===== src/core/fifo_flag_defines.svh =====
// Purpose: constants of the fifo flag and offset logic
// Assumes: a 8192 x 18 / 16384 x 9 organisation
// Notes: offsets are 14 bits wide, enough for the deepest setting
//
// Contract
// - offsets held internally; one of eight default pairs loaded at master reset
// - load select sampled in master reset; high picks parallel, low serial
// - offsets read back only through the parallel data output
// - offsets may be programmed or reprogrammed any time after master reset
// - timing select sampled in master reset; high synchronous, low asynchronous
// - synchronous almost-full changes only on write clock edges
// - synchronous almost-empty changes only on read clock edges
// - asynchronous almost-full falls on write edge, rises on read edge
// - asynchronous almost-empty follows the count on both write and read clock edges
// - standard mode flags follow the word count against n, D/2, D-m, D
// - fallthrough flags follow count against n+1, D/2+1, D+1-m, D+1
// - capacity doubles when both ports are nine bits wide
// - n governs almost-empty, m governs almost-full
`ifndef FIFO_FLAG_DEFINES_SVH
`define FIFO_FLAG_DEFINES_SVH

`define FFL_DATA_W 18
`define FFL_OFFSET_W 14
`define FFL_COUNT_W 16
// depth in words for each width setting
`define FFL_DEPTH_WIDE 16'h2000
`define FFL_DEPTH_NARROW 16'h4000
// default offsets indexed by {load select, sel0, sel1}
`define FFL_DEF_000 14'h007f
`define FFL_DEF_001 14'h01ff
`define FFL_DEF_010 14'h00ff
`define FFL_DEF_011 14'h003f
`define FFL_DEF_100 14'h03ff
`define FFL_DEF_101 14'h001f
`define FFL_DEF_110 14'h000f
`define FFL_DEF_111 14'h0007
// last word index of a parallel sequence, and last serial bit
`define FFL_LAST_WORD_WIDE 2'h1
`define FFL_LAST_WORD_NARROW 2'h3
`define FFL_LAST_SERIAL_BIT 5'h1b
`define FFL_BYTE_W 8

`endif


===== src/core/fifo_flag_pkg.sv =====
// Purpose: types of the fifo flag and offset logic
// Assumes: nothing beyond the defines header
// Notes: none
package fifo_flag_pkg;
  typedef enum logic [0:0] {
    LOAD_SERIAL = 1'b0,
    LOAD_PARALLEL = 1'b1
  } loadMode_t;

  typedef enum logic [0:0] {
    TIMING_ASYNC = 1'b0,
    TIMING_SYNC = 1'b1
  } flagTiming_t;
endpackage


===== src/core/offset_program_unit.sv =====
// Purpose: offset registers with serial, parallel loading and parallel read-back
// Assumes: ticks are one-cycle enables standing for clock edges of each side
// Notes: empty offset is loaded first, then full offset
`include "fifo_flag_defines.svh"

module offset_program_unit
(
  // clock and reset
  input wire logic clk_sys,
  input wire logic arst_n,
  // configuration from master reset
  input wire logic masterActive,
  input wire logic [2:0] defaultIndex,
  input wire fifo_flag_pkg::loadMode_t loadMode,
  input wire logic narrowIn,
  input wire logic narrowOut,
  // programming, write side
  input wire logic writeTick,
  input wire logic programWrite,
  input wire logic [`FFL_DATA_W-1:0] programData,
  input wire logic serialEnable,
  input wire logic serialIn,
  // read-back, read side
  input wire logic readTick,
  input wire logic offsetRead,
  output logic [`FFL_DATA_W-1:0] offsetDataOut,
  // offsets
  output logic [`FFL_OFFSET_W-1:0] emptyOffset,
  output logic [`FFL_OFFSET_W-1:0] fullOffset
);
  import fifo_flag_pkg::*;

  logic [`FFL_OFFSET_W-1:0] next_emptyOffset;
  logic [`FFL_OFFSET_W-1:0] next_fullOffset;
  logic [1:0] writeWord;
  logic [1:0] next_writeWord;
  logic [1:0] readWord;
  logic [1:0] next_readWord;
  logic [4:0] serialBit;
  logic [4:0] next_serialBit;
  logic [`FFL_DATA_W-1:0] next_offsetDataOut;
  logic [`FFL_OFFSET_W-1:0] defaultOffset;
  logic [`FFL_OFFSET_W-1:0] pick;
  logic [1:0] lastIn;
  logic [1:0] lastOut;

  // default pair chosen at master reset
  always_comb
  begin
    case (defaultIndex)
      3'h0: defaultOffset = `FFL_DEF_000;
      3'h1: defaultOffset = `FFL_DEF_001;
      3'h2: defaultOffset = `FFL_DEF_010;
      3'h3: defaultOffset = `FFL_DEF_011;
      3'h4: defaultOffset = `FFL_DEF_100;
      3'h5: defaultOffset = `FFL_DEF_101;
      3'h6: defaultOffset = `FFL_DEF_110;
      default: defaultOffset = `FFL_DEF_111;
    endcase
  end

  // loading sequencers and offset updates
  always_comb
  begin
    lastIn = narrowIn ? `FFL_LAST_WORD_NARROW : `FFL_LAST_WORD_WIDE;
    lastOut = narrowOut ? `FFL_LAST_WORD_NARROW : `FFL_LAST_WORD_WIDE;
    next_emptyOffset = emptyOffset;
    next_fullOffset = fullOffset;
    next_writeWord = writeWord;
    next_readWord = readWord;
    next_serialBit = serialBit;
    next_offsetDataOut = offsetDataOut;
    pick = '0;
    if (masterActive)
    begin
      next_emptyOffset = defaultOffset;
      next_fullOffset = defaultOffset;
      next_writeWord = '0;
      next_readWord = '0;
      next_serialBit = '0;
      next_offsetDataOut = '0;
    end
    else
    begin
      // parallel load, one word per write edge
      if (writeTick && programWrite && loadMode == LOAD_PARALLEL)
      begin
        pick = narrowIn ? (writeWord[1] ? fullOffset : emptyOffset) :
          (writeWord[0] ? fullOffset : emptyOffset);
        if (narrowIn && !writeWord[0])
          pick[`FFL_BYTE_W-1:0] = programData[`FFL_BYTE_W-1:0];
        else if (narrowIn)
          pick[`FFL_OFFSET_W-1:`FFL_BYTE_W] =
            programData[`FFL_OFFSET_W-`FFL_BYTE_W-1:0];
        else
          pick = programData[`FFL_OFFSET_W-1:0];
        if (narrowIn ? writeWord[1] : writeWord[0])
          next_fullOffset = pick;
        else
          next_emptyOffset = pick;
        next_writeWord = (writeWord == lastIn) ? 2'h0 : writeWord + 2'h1;
      end
      // serial load, lsb first, empty then full
      if (writeTick && serialEnable && loadMode == LOAD_SERIAL)
      begin
        if (serialBit < 5'(`FFL_OFFSET_W))
          next_emptyOffset[serialBit[3:0]] = serialIn;
        else
          next_fullOffset[4'(serialBit - 5'(`FFL_OFFSET_W))] = serialIn;
        next_serialBit = (serialBit == `FFL_LAST_SERIAL_BIT) ? 5'h0 : serialBit + 5'h1;
      end
      // read-back through the parallel output only
      if (readTick && offsetRead)
      begin
        pick = (narrowOut ? readWord[1] : readWord[0]) ? fullOffset : emptyOffset;
        next_offsetDataOut = '0;
        if (narrowOut && !readWord[0])
          next_offsetDataOut[`FFL_BYTE_W-1:0] = pick[`FFL_BYTE_W-1:0];
        else if (narrowOut)
          next_offsetDataOut[`FFL_OFFSET_W-`FFL_BYTE_W-1:0] =
            pick[`FFL_OFFSET_W-1:`FFL_BYTE_W];
        else
          next_offsetDataOut[`FFL_OFFSET_W-1:0] = pick;
        next_readWord = (readWord == lastOut) ? 2'h0 : readWord + 2'h1;
      end
    end
  end

  // offset and sequencer registers
  always_ff @(posedge clk_sys or negedge arst_n)
  begin
    if (!arst_n)
    begin
      emptyOffset <= `FFL_DEF_000;
      fullOffset <= `FFL_DEF_000;
      writeWord <= 2'h0;
      readWord <= 2'h0;
      serialBit <= 5'h0;
      offsetDataOut <= '0;
    end
    else
    begin
      emptyOffset <= next_emptyOffset;
      fullOffset <= next_fullOffset;
      writeWord <= next_writeWord;
      readWord <= next_readWord;
      serialBit <= next_serialBit;
      offsetDataOut <= next_offsetDataOut;
    end
  end
endmodule // offset_program_unit


===== src/core/fifo_programmable_flag_logic.sv =====
// Purpose: word count and status flags of a deep fifo, with offset programming
// Assumes: write and read clock edges arrive as one-cycle ticks on clk_sys
// Notes: all flags are active low; the unused mode's flags rest at fixed levels
`include "fifo_flag_defines.svh"

module fifo_programmable_flag_logic
(
  // clock and reset
  input wire logic clk_sys,
  input wire logic arst_n,
  // master reset and straps sampled during it
  input wire logic masterResetIn_n,
  input wire logic offsetLoadSelect,
  input wire logic defaultSelect0,
  input wire logic defaultSelect1,
  input wire logic flagTimingSelect,
  input wire logic firstWordFallthrough,
  input wire logic inputWidthSelect,
  input wire logic outputWidthSelect,
  // write side
  input wire logic writeTick,
  input wire logic writeEnable,
  input wire logic programWrite,
  input wire logic [`FFL_DATA_W-1:0] programData,
  input wire logic serialEnable,
  input wire logic serialIn,
  // read side
  input wire logic readTick,
  input wire logic readEnable,
  input wire logic offsetRead,
  output logic [`FFL_DATA_W-1:0] offsetDataOut,
  // status flags
  output logic fullFlag_n,
  output logic inputReadyFlag_n,
  output logic almostFullFlag_n,
  output logic halfFullFlag_n,
  output logic almostEmptyFlag_n,
  output logic emptyFlag_n,
  output logic outputReadyFlag_n,
  output logic [`FFL_COUNT_W-1:0] wordCount
);
  import fifo_flag_pkg::*;

  // configuration captured during master reset
  loadMode_t loadMode;
  loadMode_t next_loadMode;
  flagTiming_t flagTiming;
  flagTiming_t next_flagTiming;
  logic fallThrough;
  logic next_fallThrough;
  logic narrowIn;
  logic next_narrowIn;
  logic narrowOut;
  logic next_narrowOut;
  logic [2:0] defaultIndex;
  logic [2:0] next_defaultIndex;
  logic masterActive;

  // count and flags
  logic [`FFL_COUNT_W-1:0] next_wordCount;
  logic next_fullFlag_n;
  logic next_inputReadyFlag_n;
  logic next_almostFullFlag_n;
  logic next_halfFullFlag_n;
  logic next_almostEmptyFlag_n;
  logic next_emptyFlag_n;
  logic next_outputReadyFlag_n;
  logic [`FFL_COUNT_W-1:0] depth;
  logic [`FFL_COUNT_W-1:0] capacity;
  logic [`FFL_COUNT_W-1:0] halfMark;
  logic [`FFL_COUNT_W-1:0] emptyMark;
  logic [`FFL_COUNT_W-1:0] fullMark;
  logic writeTaken;
  logic readTaken;
  logic nearFull;
  logic nearEmpty;
  logic [`FFL_OFFSET_W-1:0] emptyOffset;
  logic [`FFL_OFFSET_W-1:0] fullOffset;

  assign masterActive = !masterResetIn_n;

  // straps follow the pins while master reset is held
  always_comb
  begin
    next_loadMode = loadMode;
    next_flagTiming = flagTiming;
    next_fallThrough = fallThrough;
    next_narrowIn = narrowIn;
    next_narrowOut = narrowOut;
    next_defaultIndex = defaultIndex;
    if (masterActive)
    begin
      next_loadMode = loadMode_t'(offsetLoadSelect);
      next_flagTiming = flagTiming_t'(flagTimingSelect);
      next_fallThrough = firstWordFallthrough;
      next_narrowIn = inputWidthSelect;
      next_narrowOut = outputWidthSelect;
      next_defaultIndex = {offsetLoadSelect, defaultSelect0, defaultSelect1};
    end
  end

  // strap registers
  always_ff @(posedge clk_sys or negedge arst_n)
  begin
    if (!arst_n)
    begin
      loadMode <= LOAD_SERIAL;
      flagTiming <= TIMING_ASYNC;
      fallThrough <= 1'b0;
      narrowIn <= 1'b0;
      narrowOut <= 1'b0;
      defaultIndex <= 3'h0;
    end
    else
    begin
      loadMode <= next_loadMode;
      flagTiming <= next_flagTiming;
      fallThrough <= next_fallThrough;
      narrowIn <= next_narrowIn;
      narrowOut <= next_narrowOut;
      defaultIndex <= next_defaultIndex;
    end
  end

  offset_program_unit offsets
  (
    .clk_sys(clk_sys),
    .arst_n(arst_n),
    .masterActive(masterActive),
    .defaultIndex(next_defaultIndex),
    .loadMode(loadMode),
    .narrowIn(narrowIn),
    .narrowOut(narrowOut),
    .writeTick(writeTick),
    .programWrite(programWrite),
    .programData(programData),
    .serialEnable(serialEnable),
    .serialIn(serialIn),
    .readTick(readTick),
    .offsetRead(offsetRead),
    .offsetDataOut(offsetDataOut),
    .emptyOffset(emptyOffset),
    .fullOffset(fullOffset)
  );

  // thresholds for the active mode
  always_comb
  begin
    depth = (narrowIn && narrowOut) ? `FFL_DEPTH_NARROW : `FFL_DEPTH_WIDE;
    capacity = depth + {15'h0, fallThrough}; // output word adds one in fallthrough
    halfMark = (depth >> 1) + {15'h0, fallThrough};
    emptyMark = {2'h0, emptyOffset} + {15'h0, fallThrough};
    fullMark = capacity - {2'h0, fullOffset};
  end

  // word count, writes and reads accepted at their own edges
  always_comb
  begin
    writeTaken = writeTick && writeEnable && !programWrite && wordCount != capacity;
    readTaken = readTick && readEnable && !offsetRead && wordCount != '0;
    next_wordCount = wordCount;
    if (masterActive)
      next_wordCount = '0;
    else if (writeTaken && !readTaken)
      next_wordCount = wordCount + 16'h1;
    else if (readTaken && !writeTaken)
      next_wordCount = wordCount - 16'h1;
  end

  // flag levels from the updated count
  always_comb
  begin
    nearFull = next_wordCount >= fullMark;
    nearEmpty = next_wordCount <= emptyMark;
    next_fullFlag_n = fallThrough || next_wordCount != capacity;
    next_inputReadyFlag_n = fallThrough && next_wordCount == capacity;
    next_emptyFlag_n = fallThrough || next_wordCount != '0;
    next_outputReadyFlag_n = !fallThrough || next_wordCount == '0;
    next_halfFullFlag_n = !(next_wordCount > halfMark);
    next_almostFullFlag_n = almostFullFlag_n;
    next_almostEmptyFlag_n = almostEmptyFlag_n;
    if (masterActive)
    begin
      next_almostFullFlag_n = 1'b1;
      next_almostEmptyFlag_n = 1'b0;
      next_fullFlag_n = 1'b1;
      next_inputReadyFlag_n = 1'b0;
      next_emptyFlag_n = 1'b0;
      next_outputReadyFlag_n = 1'b1;
      next_halfFullFlag_n = 1'b1;
    end
    else if (flagTiming == TIMING_SYNC)
    begin
      if (writeTick)
        next_almostFullFlag_n = !nearFull;
      if (readTick)
        next_almostEmptyFlag_n = !nearEmpty;
    end
    else
    begin
      if (writeTick && nearFull)
        next_almostFullFlag_n = 1'b0;
      else if (readTick && !nearFull)
        next_almostFullFlag_n = 1'b1;
      if (writeTick || readTick)
        next_almostEmptyFlag_n = !nearEmpty;
    end
  end

  // count and flag registers
  always_ff @(posedge clk_sys or negedge arst_n)
  begin
    if (!arst_n)
    begin
      wordCount <= '0;
      fullFlag_n <= 1'b1;
      inputReadyFlag_n <= 1'b0;
      almostFullFlag_n <= 1'b1;
      halfFullFlag_n <= 1'b1;
      almostEmptyFlag_n <= 1'b0;
      emptyFlag_n <= 1'b0;
      outputReadyFlag_n <= 1'b1;
    end
    else
    begin
      wordCount <= next_wordCount;
      fullFlag_n <= next_fullFlag_n;
      inputReadyFlag_n <= next_inputReadyFlag_n;
      almostFullFlag_n <= next_almostFullFlag_n;
      halfFullFlag_n <= next_halfFullFlag_n;
      almostEmptyFlag_n <= next_almostEmptyFlag_n;
      emptyFlag_n <= next_emptyFlag_n;
      outputReadyFlag_n <= next_outputReadyFlag_n;
    end
  end
endmodule // fifo_programmable_flag_logic


===== config.mk =====
export PLATFORM = sky130hd
export DESIGN_NAME = fifo_programmable_flag_logic
export DESIGN_NICKNAME = d
export VERILOG_FILES = /design/src/core/fifo_flag_pkg.sv /design/src/core/offset_program_unit.sv /design/src/core/fifo_programmable_flag_logic.sv
export VERILOG_INCLUDE_DIRS = /design/src /design/src/core
export SDC_FILE = /design/constraint.sdc
export NUM_CORES = 1
export LEC_CHECK = 0
export ABC_AREA = 1
export BUFFER_PORTS_ARGS = -buffer_cell sky130_fd_sc_hd__buf_2
export CORE_UTILIZATION = 35
export DETAILED_ROUTE_END_ITERATION = 8
export GPL_TIMING_DRIVEN = 0
export SETUP_SLACK_MARGIN = 0.05
export SYNTH_ARGS = -nofsm -noshare
export SYNTH_HDL_FRONTEND = slang
export SYNTH_SLANG_ARGS = --single-unit
export TNS_END_PERCENT = 5

===== constraint.sdc =====
create_clock -name clk_sys -period 3.8 [get_ports clk_sys]
set_clock_uncertainty 0.05 [all_clocks]
set_input_delay 0.19 -clock clk_sys [delete_from_list [all_inputs] [get_ports clk_sys]]
set_output_delay 0.19 -clock clk_sys [all_outputs]
set_load 0.05 [all_outputs]

==> run metrics <==
Data required, critical path 4.04 ns; post-detailed-placement half-perimeter wirelength a little under 20 mm; period utilisation layout 90.4%; global-route wire length before repair 37.9 mm; sequential cell area fraction in the yosys report 29.5%; via count of the first global-routing pass roughly 6900; Peak VDD IR 0.000228 V; number of unique standard cell types used by synthesis 47; maximum fanout along the worst path 10; average wire per standard cell 17.4 um; placeable core region between 15000 and 20000 sq um; number of sinks handled by clock tree synthesis 82; Final nets 1210; most frequent CP cell sky130_fd_sc_hd__nand2_1; dpl ws -0.309 ns; Starting Density 35.9%; type of the worst setup path flip-flop to flip-flop; worst slew margin relative to its limit a little under half; met2 track demand over resource between 40% and 50%; clock latency at the later pin of the worst-skew pair 0.35 ns; run status complete, no violations; master cell of the clock root buffer sky130_fd_sc_hd__clkbuf_16; post-synthesis instance total 1036; fraction of final layout cells sized beyond drive strength 1 16.5%; synthesis warning total 0; aggregate global-route resource usage around a quarter; slew of the pin with the lowest slew margin between 0.7 and 0.8 ns; Crit path arrival time 3.67 ns; Layout Area Growth over Synthesis 17.2%; y dimension of the die 144 um; number of core rows 51; final instance count without filler cells 1396; Antenna Nets Post-Route 0; worst min path class primary input to flip-flop; maximum level of the CTS H-tree 3; setup repair after global routing missed its margin false; slack of the worst reg-to-reg path 0.37 ns; grt met1 use about 31%; dominant synthesized flop cell sky130_fd_sc_hd__dfrtp_1; maximum buffer depth of the clock tree 2; PnR worst setup slack 0.366 ns; power density cells 386 nW/um^2; RD Place Congestion 0.959; Post-Syn Area roughly 7000 sq um; number of violations reported at the end of detailed-routing iteration 0 between 500 and 600; number of primary I/O pins 77; post-synthesis area per instance 6.78 sq um; clock-pin slew on the worst setup and hold paths 0.07 ns; count of flip-flops with a built-in enable after synthesis 0; LEAKAGE around 4 nW; Antenna Cells 0; total wire length 24.2 mm; Peak Freq 291 MHz; total die area 20600 sq um; vias post-DR 7379; number of pins exceeding their max-slew limit in the final report 0; number of hold violations in the final report 0; buffers added on ports 65; number of buffers added by the clock tree synthesis step 9; Worst path slowest cell sky130_fd_sc_hd__dfrtp_2; kind of capture point of the worst setup path flip-flop; GR Overflow Total 0; startpoint type of the worst setup path flip-flop; number of antenna violations at the first check in global routing 0; Pre-Repair DR Iteration Count 5; CP max stage delay roughly 0.46 ns; async set-or-reset flop fraction in the synthesized netlist 100%; count of unresolved DRC violations after routing 0; final design utilization 42.0%; synthesized flop and latch total roughly 80; number of vias per cell ~5.3; layer with the highest usage after global routing met2; cell count after placement 1370; met3 global-route usage 2.67%; horizontal die dimension 144 um; post-route minimum period 3.43 ns; TritonCTS clock tree built; Setup violations, final 0; number of max-cap violations 0; largest net degree at the start of global routing 43
-- synthesized netlist by cell type (4+ instances only) --
| library cell | number | area (sq um) |
|---|---|---|
| sky130_fd_sc_hd__nand2_1 | 266 | 998 |
| sky130_fd_sc_hd__ha_1 | 48 | 601 |
| sky130_fd_sc_hd__nor3_1 | 23 | 115 |
| sky130_fd_sc_hd__buf_4 | 7 | 52.6 |
| sky130_fd_sc_hd__dfstp_2 | 18 | 473 |
| sky130_fd_sc_hd__nand3_2 | 7 | 70.1 |
| sky130_fd_sc_hd__buf_2 | 7 | 35.0 |
| sky130_fd_sc_hd__xor2_1 | 33 | 289 |
| sky130_fd_sc_hd__o311ai_0 | 6 | 52.6 |
| sky130_fd_sc_hd__nor2_2 | 11 | 68.8 |
| sky130_fd_sc_hd__nand4_1 | 14 | 87.6 |
| sky130_fd_sc_hd__nor4_1 | 4 | 25.0 |
| sky130_fd_sc_hd__clkbuf_1 | 21 | 78.8 |
| sky130_fd_sc_hd__a31oi_1 | 4 | 25.0 |
| sky130_fd_sc_hd__inv_2 | 7 | 26.3 |
| sky130_fd_sc_hd__o2111ai_1 | 6 | 52.6 |
| sky130_fd_sc_hd__a21oi_1 | 53 | 265 |
| sky130_fd_sc_hd__o22ai_1 | 5 | 31.3 |
| sky130_fd_sc_hd__inv_1 | 115 | 432 |
| sky130_fd_sc_hd__nand2_2 | 6 | 37.5 |
| sky130_fd_sc_hd__dfrtp_1 | 64 | 1600 |
| sky130_fd_sc_hd__nor2_1 | 97 | 364 |
| sky130_fd_sc_hd__o211ai_1 | 20 | 150 |
| sky130_fd_sc_hd__nand3_1 | 69 | 345 |
| sky130_fd_sc_hd__o21ai_0 | 88 | 440 |
-- layout by cell type, fill, tap and decap left out, types with 7 or more instances in the layout --
cell / netlist / final
sky130_fd_sc_hd__a21oi_1: 53 / 53
sky130_fd_sc_hd__nor2_1: 97 / 94
sky130_fd_sc_hd__o21ai_0: 88 / 86
sky130_fd_sc_hd__nand4_1: 14 / 14
sky130_fd_sc_hd__dfrtp_1: 64 / 61
sky130_fd_sc_hd__ha_1: 48 / 47
sky130_fd_sc_hd__dfstp_2: 18 / 18
sky130_fd_sc_hd__inv_2: 7 / 9
sky130_fd_sc_hd__nand3_1: 69 / 65
sky130_fd_sc_hd__buf_4: 7 / 15
sky130_fd_sc_hd__clkbuf_1: 21 / 21
sky130_fd_sc_hd__nand2_1: 266 / 265
sky130_fd_sc_hd__inv_1: 115 / 112
sky130_fd_sc_hd__xor2_1: 33 / 33
sky130_fd_sc_hd__o211ai_1: 20 / 20
sky130_fd_sc_hd__nor2_2: 11 / 13
sky130_fd_sc_hd__clkbuf_16: 0 / 9
sky130_fd_sc_hd__nand2_2: 6 / 7
sky130_fd_sc_hd__nor3_1: 23 / 19
sky130_fd_sc_hd__buf_2: 7 / 70
sky130_fd_sc_hd__nand3_2: 7 / 11
-- critical path: cells and delay by family, from the launching register on --
kind                     cells  cell delay, ns
adder cells (fa/ha/maj)      2            0.38
AO/OA/AOI/OAI                5            0.73
buffers and inverters        4            0.43
flip-flops                   1            0.46
AND/OR/NAND/NOR             17            1.33
-- layout make-up --
class / instances / area [sq um]
clock buffers: 9 / 225
well taps: 265 / 332
plain buffers: 39 / 206
repair buffers: 76 / 438
inverters: 126 / 478
flip-flops and latches: 82 / 2080
multi-input cells: 792 / 4380
fillers: 2139 / 11400
clock inverters: 7 / 103
-- state kept, by name, summed over array words and instances, names as in the netlist --
name,flops
fullFlag_n,1
almostEmptyFlag_n,1
offsets.fullOffset,14
emptyFlag_n,1
offsets.readWord,2
narrowIn,1
offsets.writeWord,2
defaultIndex,3
inputReadyFlag_n,1
offsets.offsetDataOut,14
almostFullFlag_n,1
outputReadyFlag_n,1
loadMode,1
offsets.emptyOffset,14
narrowOut,1
fallThrough,1
halfFullFlag_n,1
wordCount,16
offsets.serialBit,5
flagTiming,1
-- kinds of logic (layout without fill, tap and decap cells) --
group / count (synthesis) / in the layout / share of synthesized area (%)
buffers and inverters: 165 / 257 / 9.67
AND/OR/NAND/NOR: 503 / 503 / 31.0
adder cells (fa/ha/maj): 48 / 48 / 8.55
AO/OA/AOI/OAI: 201 / 201 / 16.7
other: 1 / 4 / 0.0534
multiplexers: 1 / 1 / 0.142
XOR/XNOR: 35 / 35 / 4.36
flip-flops: 82 / 82 / 29.5
-- metrics by stage --
| stage | area (sq um) | hold WS, ns | power (W) | setup TNS [ns] |
|---|---|---|---|---|
| after floorplan | 7040 | -0.156 | 0.00183 | 0 |
| after global placement | 7690 | 0.342 | 0.00216 | -0.266 |
| after detailed placement | 7720 | 0.178 | 0.00217 | -0.397 |
| after CTS | 8110 | 0.0145 | 0.00318 | 0 |
| after global routing | 8240 | 0.0334 | 0.00337 | 0 |
| final | 8240 | 0.0182 | 0.00318 | 0 |
-- worst paths after layout --
check                      cells past startpoint              from                        to
setup / recovery                              28      wordCount[0]         almostEmptyFlag_n
hold / removal                                 3  inputWidthSelect                  narrowIn
setup reg to reg                              28      wordCount[0]         almostEmptyFlag_n
hold reg to reg                                2  almostFullFlag_n          almostFullFlag_n
max in group asynchronous                      3            arst_n          almostFullFlag_n
min in group asynchronous                      2            arst_n  offsets.offsetDataOut[7]
-- routing by layer --
layer,vias to the layer above,routed length [um]
li1,3621,-
met1,3430,10600
met2,271,11400
met3,57,1130
met4,0,1090
met5,-,0
-- power by group --
part / internal (W) / switching (W)
sequential: 0.000968 / 0.0000816
clock: 0.000583 / 0.000408
combinational: 0.000334 / 0.000804
total: 0.00189 / 0.00129
-- timing repair --
| action | in CTS | in global routing |
|---|---|---|
| endpoints found under the setup margin | 2 | 2 |
| pin swaps | 0 | 2 |
| buffers inserted | 1 | 6 |
| hold endpoints to repair | 30 | 0 |
| resized for setup | 8 | 21 |
| gates cloned | 0 | 0 |
| hold buffers | 3 | 0 |
(Power assumes the default switching activity.)
